--- src/becs_pkg.sv ---
`default_nettype none

package becs_pkg;

    // ------------------------------------------------------------------
    // Register map
    // ------------------------------------------------------------------
    // Printed register indices; each index names one 32-bit word.
    localparam logic [7:0]  BECS_STAT_IDX  = 8'h6A;
    localparam logic [7:0]  BECS_DIS_IDX   = 8'h64;
    localparam int unsigned BECS_AW        = 12;
    // Byte addresses on the bus are four times the index.
    localparam logic [11:0] BECS_STAT_ADDR = {2'h0, BECS_STAT_IDX, 2'h0};
    localparam logic [11:0] BECS_DIS_ADDR  = {2'h0, BECS_DIS_IDX, 2'h0};
    localparam logic [11:0] BECS_CTRL_ADDR = 12'h1B0;
    localparam logic [11:0] BECS_MASK_ADDR = 12'h1B4;

    // ------------------------------------------------------------------
    // Field layout
    // ------------------------------------------------------------------
    localparam int unsigned BECS_NEV         = 8;
    localparam int unsigned BECS_EV_ADDR_PAR = 0;
    localparam int unsigned BECS_EV_PW_PAR   = 1;
    localparam int unsigned BECS_EV_PW_NDLV  = 2;
    localparam int unsigned BECS_EV_PW_TABT  = 3;
    localparam int unsigned BECS_EV_PW_MABT  = 4;
    localparam int unsigned BECS_EV_DW_NDLV  = 5;
    localparam int unsigned BECS_EV_DR_NODAT = 6;
    localparam int unsigned BECS_EV_DT_TOUT  = 7;
    // Events that own a disable bit; bits 0 and 7 have none.
    localparam logic [7:0]  BECS_MASKABLE    = 8'h7E;
    localparam int unsigned BECS_CTRL_EN_BIT = 0;

    // ------------------------------------------------------------------
    // Reset values
    // ------------------------------------------------------------------
    localparam logic [7:0]  BECS_STAT_RST = 8'h00;
    localparam logic [7:0]  BECS_DIS_RST  = 8'h00;
    localparam logic [7:0]  BECS_MASK_RST = 8'h00;
    localparam logic        BECS_EN_RST   = 1'b0;
    localparam logic [31:0] BECS_RD_ZERO  = 32'h00000000;

    typedef logic [BECS_NEV-1:0] becs_ev_t;

endpackage

`default_nettype wire

--- src/becs_st_if.sv ---
`default_nettype none

// Carries set and clear requests to the sticky status bank and its state.
interface becs_st_if;
    import becs_pkg::*;

    becs_ev_t set;
    becs_ev_t clr;
    becs_ev_t stat;

    modport owner (
        input  set,
        input  clr,
        output stat
    );

    modport user (
        output set,
        output clr,
        input  stat
    );

endinterface

`default_nettype wire

--- src/becs_top.sv ---
`default_nettype none

// Overview of operation
// Bit 0 sets when the error output fires for an address parity error.
// Bit 1 sets when it fires for a posted write data parity error.
// Bit 2 sets when it fires for posted write data left undelivered.
// Bit 3 sets when it fires for a target abort on posted write data.
// Bit 4 sets when it fires for a master abort on posted write data.
// Bit 5 sets when it fires for delayed write data left undelivered.
// Bit 6 sets when it fires because no delayed read data was obtained.
// Bit 7 sets when it fires because an initiator never repeated in time.
// Status bits stick until a one is written to them and reset to zero.
// A maskable event fires only if its disable bit is 0 and enable is 1.

module becs_top (
    // Clock and reset
    input  wire logic                         clk_i,
    input  wire logic                         rst_i,
    // APB slave
    input  wire logic                         psel_i,
    input  wire logic                         penable_i,
    input  wire logic                         pwrite_i,
    input  wire logic [becs_pkg::BECS_AW-1:0] paddr_i,
    input  wire logic [31:0]                  pwdata_i,
    input  wire logic [3:0]                   pstrb_i,
    output logic [31:0]                       prdata_o,
    output logic                              pready_o,
    output logic                              pslverr_o,
    // Fault events from the bridge core, one-cycle pulses
    input  wire logic [becs_pkg::BECS_NEV-1:0] evt_i,
    // System error and interrupt outputs
    output logic                              sys_err_o,
    output logic                              irq_o
);
    import becs_pkg::*;

    // ------------------------------------------------------------------
    // Helpers
    // ------------------------------------------------------------------
    function automatic logic word_hit(input logic [BECS_AW-1:0] a,
                                      input logic [BECS_AW-1:0] w);
        word_hit = (a[BECS_AW-1:2] == w[BECS_AW-1:2]);
    endfunction

    // ------------------------------------------------------------------
    // Bus decode
    // ------------------------------------------------------------------
    logic     setup;
    logic     access;
    logic     wr;
    logic     hit_stat;
    logic     hit_dis;
    logic     hit_ctrl;
    logic     hit_mask;
    logic     mapped;
    logic     lane0;
    becs_ev_t wbyte;

    assign setup    = psel_i & ~penable_i;
    assign access   = psel_i & penable_i;
    assign hit_stat = word_hit(paddr_i, BECS_STAT_ADDR);
    assign hit_dis  = word_hit(paddr_i, BECS_DIS_ADDR);
    assign hit_ctrl = word_hit(paddr_i, BECS_CTRL_ADDR);
    assign hit_mask = word_hit(paddr_i, BECS_MASK_ADDR);
    assign mapped   = hit_stat | hit_dis | hit_ctrl | hit_mask;
    assign lane0    = pstrb_i[0];
    assign wr       = access & pwrite_i & mapped & lane0;
    assign wbyte    = pwdata_i[7:0];

    // The slave never waits; unmapped words answer with an error.
    assign pready_o  = 1'b1;
    assign pslverr_o = access & ~mapped;

    // ------------------------------------------------------------------
    // Control registers
    // ------------------------------------------------------------------
    becs_ev_t dis_q;
    becs_ev_t dis_d;
    becs_ev_t mask_q;
    becs_ev_t mask_d;
    logic     en_q;
    logic     en_d;

    assign dis_d  = (wr & hit_dis) ? (wbyte & BECS_MASKABLE) : dis_q;
    assign mask_d = (wr & hit_mask) ? wbyte : mask_q;
    assign en_d   = (wr & hit_ctrl) ? wbyte[BECS_CTRL_EN_BIT] : en_q;

    always_ff @(posedge clk_i or posedge rst_i)
    begin
        if (rst_i)
        begin
            dis_q  <= BECS_DIS_RST;
            mask_q <= BECS_MASK_RST;
            en_q   <= BECS_EN_RST;
        end
        else
        begin
            dis_q  <= dis_d;
            mask_q <= mask_d;
            en_q   <= en_d;
        end
    end

    // ------------------------------------------------------------------
    // Error gating and cause capture
    // ------------------------------------------------------------------
    becs_ev_t fire;
    becs_ev_t blocked;
    logic     sys_err_q;
    logic     sys_err_d;

    // Only maskable events see their disable bit; all need the enable.
    assign blocked   = dis_q & BECS_MASKABLE;
    assign fire      = evt_i & ~blocked & {BECS_NEV{en_q}};
    assign sys_err_d = |fire;

    always_ff @(posedge clk_i or posedge rst_i)
    begin
        if (rst_i)
        begin
            sys_err_q <= 1'b0;
        end
        else
        begin
            sys_err_q <= sys_err_d;
        end
    end

    assign sys_err_o = sys_err_q;

    becs_st_if st ();

    // Each cause bit is set in the same edge that raises the error output.
    assign st.set[BECS_EV_ADDR_PAR] = fire[BECS_EV_ADDR_PAR];
    assign st.set[BECS_EV_PW_PAR]   = fire[BECS_EV_PW_PAR];
    assign st.set[BECS_EV_PW_NDLV]  = fire[BECS_EV_PW_NDLV];
    assign st.set[BECS_EV_PW_TABT]  = fire[BECS_EV_PW_TABT];
    assign st.set[BECS_EV_PW_MABT]  = fire[BECS_EV_PW_MABT];
    assign st.set[BECS_EV_DW_NDLV]  = fire[BECS_EV_DW_NDLV];
    assign st.set[BECS_EV_DR_NODAT] = fire[BECS_EV_DR_NODAT];
    assign st.set[BECS_EV_DT_TOUT]  = fire[BECS_EV_DT_TOUT];
    assign st.clr = (wr & hit_stat) ? wbyte : '0;

    becs_sticky u_sticky (
        .clk_i (clk_i),
        .rst_i (rst_i),
        .st    (st)
    );

    assign irq_o = |(st.stat & mask_q);

    // ------------------------------------------------------------------
    // Read data
    // ------------------------------------------------------------------
    logic [31:0] rd_q;
    logic [31:0] rd_d;
    becs_ev_t    rd_sel;

    assign rd_sel = hit_stat ? st.stat :
                    hit_dis  ? dis_q   :
                    hit_mask ? mask_q  :
                    hit_ctrl ? {7'h00, en_q} : '0;
    // Data is captured in the setup cycle and stands through the access.
    assign rd_d   = setup ? {24'h000000, rd_sel} : rd_q;

    always_ff @(posedge clk_i or posedge rst_i)
    begin
        if (rst_i)
        begin
            rd_q <= BECS_RD_ZERO;
        end
        else
        begin
            rd_q <= rd_d;
        end
    end

    assign prdata_o = rd_q;

endmodule

`default_nettype wire

--- src/becs_sticky.sv ---
`default_nettype none

module becs_sticky (
    // Clock and reset
    input  wire logic     clk_i,
    input  wire logic     rst_i,
    // Status bank
    becs_st_if.owner      st
);
    import becs_pkg::*;

    becs_ev_t stat_q;
    becs_ev_t stat_d;

    // A set arriving with its own clear wins, so no event is lost.
    assign stat_d  = (stat_q & ~st.clr) | st.set;
    assign st.stat = stat_q;

    always_ff @(posedge clk_i or posedge rst_i)
    begin
        if (rst_i)
        begin
            stat_q <= BECS_STAT_RST;
        end
        else
        begin
            stat_q <= stat_d;
        end
    end

endmodule

`default_nettype wire

--- config.mk ---
export PLATFORM = sky130hd
export DESIGN_NAME = becs_top
export DESIGN_NICKNAME = d
export VERILOG_FILES = /design/src/becs_pkg.sv /design/src/becs_st_if.sv /design/src/becs_top.sv /design/src/becs_sticky.sv
export SDC_FILE = /design/constraint.sdc
export NUM_CORES = 1
export LEC_CHECK = 0
export ABC_AREA = 0
export ABC_CLOCK_PERIOD_IN_PS = 2600
export BUFFER_PORTS_ARGS = -buffer_cell sky130_fd_sc_hd__buf_4
export CORE_ASPECT_RATIO = 1.5
export CORE_MARGIN = 2
export CORE_UTILIZATION = 31
export CTS_CLUSTER_SIZE = 10
export DETAILED_ROUTE_END_ITERATION = 7
export PLACE_DENSITY = 0.64
export SKIP_CTS_REPAIR_TIMING = 1
export SYNTH_ARGS = -nofsm -noshare
export SYNTH_HDL_FRONTEND = slang
export SYNTH_SLANG_ARGS = --single-unit
--- constraint.sdc ---
create_clock -name clk_i -period 2.6 [get_ports clk_i]
set_clock_uncertainty 0.2 [all_clocks]
set_input_delay 0.26 -clock clk_i [delete_from_list [all_inputs] [get_ports clk_i]]
set_output_delay 0.26 -clock clk_i [all_outputs]
set_load 0.01 [all_outputs]
After elaboration in Yosys (flattened, before gate mapping)
Index checks and enable logic that the tools add are counted.
{"block": "classes", "eq_ne": 4, "n_mux": 5, "bitwise": 22, "reduce_logical": 2}
{"op": "== test 10 x 7 -> 1 bit, second input constant", "count": 4}
{"op": "bitwise AND 8 bit", "count": 4}
{"op": "two-way mux 8 bit", "count": 4}
{"op": "OR reduction 8 bit", "count": 2}
{"op": "bitwise AND 1 bit", "count": 10}
{"op": "NOT 7 -> 8 bit", "count": 1}
{"op": "NOT 8 bit", "count": 1}
{"op": "OR 8 bit", "count": 1}
{"op": "OR 1 bit", "count": 3}
{"op": "NOT 1 bit", "count": 2}
{"op": "two-way mux 1 bit", "count": 1}
{"block": "totals", "register_bits": 32, "input_bits": 61, "output_inout_bits": 36, "elab_cells": 39}

Longest topological paths before layout
{"block": "logic_depth", "depth_word": 11, "mapped_depth": 5, "ltp_nobuf": 4}

Cells and area by module
Synthesis repeated with hierarchy kept, for this count alone.
{"block": "hier_totals", "cells_unflattened": 183, "area_unflattened_um2": 1868.0}
{"mod": "becs_top", "n_inst": 1, "cells_per_inst": 158, "area_per_inst_um2": 1574.0, "seq_area_each_um2": 600.6}
{"mod": "becs_sticky", "n_inst": 1, "cells_per_inst": 25, "area_per_inst_um2": 294.0, "seq_area_each_um2": 200.2}

Worst setup path after synthesis
No wires, ideal clock.
{"block": "synth_path", "path_kind": "input to register", "start": "input port paddr_i[11] (netlist name)", "end": "register mask_q[0]", "setup_ns": 0.125, "t_arrival_ns": 1.353, "required_time_ns": 2.275, "setup_slack_ns": 0.922, "cell_stages": 5, "path_buffers": 1, "path_cell_list": "or2_4 -> nor3_4 -> and3_1 -> buf_6 -> mux2_2"}
{"block": "synth_between", "elab_chain_cells": 7, "elab_cells_between_ends": 10, "classes_between": "4 x eq/ne; 6 x bitwise"}
{"element": "from (decl)", "line_no": "becs_top.sv:23", "source": "input wire logic [becs_pkg::BECS_AW-1:0] paddr_i,"}
{"element": "== test 10 x 7 -> 1 bit", "line_no": "becs_top.sv:42", "source": "word_hit = (a[BECS_AW-1:2] == w[BECS_AW-1:2]);"}
{"element": "OR 1 bit (3 in a row)", "line_no": "becs_top.sv:65", "source": "assign mapped = hit_stat | hit_dis | hit_ctrl | hit_mask;"}
{"element": "bitwise AND 1 bit (2 in a row)", "line_no": "becs_top.sv:67", "source": "assign wr = access & pwrite_i & mapped & lane0;"}
{"element": "bitwise AND 1 bit (*)", "line_no": "becs_top.sv:85", "source": "assign mask_d = (wr & hit_mask) ? wbyte : mask_q;"}
{"element": "to (signal assigned)", "line_no": "becs_top.sv:99", "source": "mask_q <= mask_d;"}
{"element": "to (decl)", "line_no": "becs_top.sv:79", "source": "becs_ev_t mask_q;"}
Every way passes the cells marked *; elsewhere a longest branch is shown, timed or not.
A chain may end at the register's enable or synchronous reset.

Worst setup path after layout
{"block": "layout_path", "start": "input port paddr_i[6] (netlist name)", "end": "register mask_q[5]"}
Same word-level chain as after synthesis.

==> impl_metrics.json <==
{
  "fp.dieH_um": 97.40,
  "cap_violations": 0,
  "vias": 1375,
  "r2r_start": "en_q$_DFFE_PP0P_",
  "num_rows": 34,
  "cts_buffers": 5,
  "coreArea_um2": 5700,
  "slew-limit-headroom_pct": 61.56,
  "holdPathEnd": "mask_q[7]$_DFFE_PP0P_",
  "grt_max_degree": 33,
  "wl_per_cell_um": 13.68,
  "slowest_delay_ns": 0.46,
  "mostFrequentLayoutCells": "45 x buf_4, 32 x dfrtp_1, 25 x conb_1",
  "power_density_nw_per_um2": 458.9,
  "port_buffers": 42,
  "timing.final.crit_share_pct": 67.46,
  "nets": 277,
  "min_from": "pwdata_i[7]",
  "ys_warn_count": 0,
  "htree_num_levels": 2,
  "grt_pass1_vias": 1276,
  "r2r_setup_slack_ns": 1.23,
  "syn-mean-instance-area_um2": 10.61,
  "drtPass1Iterations": 4,
  "critPathKind": "input port to flip-flop",
  "diodes": 0,
  "layout_min_cycle_time_ns": 1.754,
  "reg2reg_depth": 3,
  "cp_max_fo": 8,
  "utilization_pct": 38.59,
  "clk_pin_slew_ns": 0.06,
  "max-vdd-ir-drop_v": 0.0003019,
  "start_util_pct": 31.63,
  "cts_buffer_depth": 2,
  "routed_via_density": 4.758,
  "postRouteAntennaNets": 0,
  "grt_usage_pct": 13.15,
  "die_w_um": 66.27,
  "slowest_stage": "and3_1",
  "finalSetupViolations": 0,
  "grt-ovfl-total": 0,
  "async_flop_share_pct": 100.0,
  "critical_path_arrival_ns": 1.72,
  "rr_endpoint": "prdata_o[0]$_DFFE_PP0P_",
  "synth_edf_count": 0,
  "tns_ns": 0,
  "crit_path_cell_trace": "buf_4 > nand4bb_4 > nor3_4 > and3_1 > mux2_2",
  "hold_viol_final": 0,
  "worst_slew_pin_slew_ns": 0.5723,
  "layout_commonest_cell": "buf_4",
  "synth_ff_type": "dfrtp_1",
  "synth_seq_cells": 32,
  "dieArea_um2": 6455,
  "fill_cells": 596,
  "syn_area_um2": 1803,
  "place.gp.congestion": 0.7677,
  "grt_pass1_wl_um": 6423,
  "area_growth_pct": 22.00,
  "clk-insertion-delay-late_ns": 0.28,
  "yosysUniqueCellTypes": 35,
  "dp_hpwl_um": 3025,
  "min_path_cells": 2,
  "syn_inst": 170,
  "start_kind": "input port",
  "antenna_found_initial": 0,
  "clk_root_buffer_cell": "clkbuf_8",
  "cts_num_sinks": 32,
  "seq_area_frac_synth_pct": 44.41,
  "hp-class": "input port to flip-flop",
  "rsz0062_at_grt": "false",
  "run_status": "complete, no violations",
  "ios": 97,
  "drt-total-wl_um": 3953,
  "crit_required_ns": 2.56,
  "leakagePower_nw": 1.052,
  "drv_slew": 0,
  "drc_errors": 0,
  "drive_above_1_share_pct": 32.72,
  "drt_iter0_markers": 31,
  "clock.fmax_mhz": 570.1,
  "tritoncts": "done",
  "endpoint_kind": "flip-flop"
}
power by group:
group	internal [mW]	switching [mW]	leakage, nW
Sequential	0.502	0.00386	0.447
Combinational	0.0492	0.0638	0.560
Clock	0.216	0.175	0.0455
Total	0.767	0.242	1.05
flip-flops by register name, indices dropped and copies added, names as in the netlist:
register	cells
prdata_o	8
sys_err_o	1
dis_q	6
en_q	1
u_sticky.st.stat	8
mask_q	8
worst max path at each step:
stage	end	start	slack [ns]	cells after the start
2_1_floorplan	mask_q[0]$_DFFE_PP0P_	paddr_i[11]	0.92	5
4_1_cts	mask_q[5]$_DFFE_PP0P_	paddr_i[6]	0.84	5
6_report	mask_q[5]$_DFFE_PP0P_	paddr_i[6]	0.85	5
3_5_place_dp	mask_q[5]$_DFFE_PP0P_	paddr_i[6]	0.55	5
3_3_place_gp	mask_q[1]$_DFFE_PP0P_	paddr_i[11]	0.54	5
5_1_grt	mask_q[5]$_DFFE_PP0P_	paddr_i[6]	0.77	5
per-layer routing:
metal	vias to the layer above	global-route usage [%]	share of wire [%]
met5	-	0	0
met4	0	5.181	1.3
met3	4	2.781	5.8
met2	48	22.00	54
met1	670	16.14	39
li1	653	-	-
cell usage after synthesis (2+ instances only):
cell | number | area (um2)
a22o_1 | 12 | 105.1
a22oi_1 | 11 | 82.58
inv_1 | 4 | 15.01
dfrtp_1 | 32 | 800.8
buf_4 | 25 | 187.7
a21oi_1 | 3 | 15.01
a32o_1 | 3 | 30.03
mux2_2 | 15 | 168.9
nand2b_1 | 3 | 18.77
conb_1 | 2 | 7.510
buf_2 | 2 | 10.01
nor2b_1 | 7 | 43.79
nand2_1 | 18 | 67.56
nand4_1 | 2 | 12.51
nand3_1 | 2 | 10.01
o21ai_0 | 9 | 45.04
nor2_1 | 2 | 7.510
cell type report:
| class | instances | area (um2) | share of cell area (%) |
|---|---|---|---|
| Tap cell | 72 | 90.09 | 4.096 |
| Inverter | 4 | 15.01 | 0.6826 |
| Multi-Input combinational cell | 127 | 855.8 | 38.91 |
| Clock buffer | 8 | 90.09 | 4.096 |
| Sequential cell | 32 | 800.8 | 36.40 |
| Timing Repair Buffer | 46 | 347.8 | 15.81 |
worst max-delay path: cells and delay by family:
family / cells / cell delay, ns
simple gates: 3 / 0.96
mux: 1 / 0.39
buf+inv: 1 / 0.11
metrics by stage:
stage	setup slack, ns	hold WS [ns]	cells	total power, mW	instance area, um2
detailed placement	0.5473	0.1829	280	0.6277	2100
global placement	0.5429	0.1791	280	0.6266	2100
finish	0.8460	0.02026	289	1.009	2200
CTS	0.8406	-0.1173	288	1.018	2190
floorplan	0.9217	0.1762	193	0.5962	1889
global route	0.7669	0.02003	289	1.054	2200
cell families (layout without fill, tap and decap cells):
family                 Yosys count  in the layout  share of synthesized area [%]
AND/OR/NAND/NOR                 46             46                          16.31
AO/OA/AOI/OAI                   41             41                          16.59
buffers and inverters           34             58                          12.91
flip-flops                      32             32                          44.41
multiplexers                    15             15                          9.368
other                            2             25                         0.4165
(Power assumes the default switching activity.)
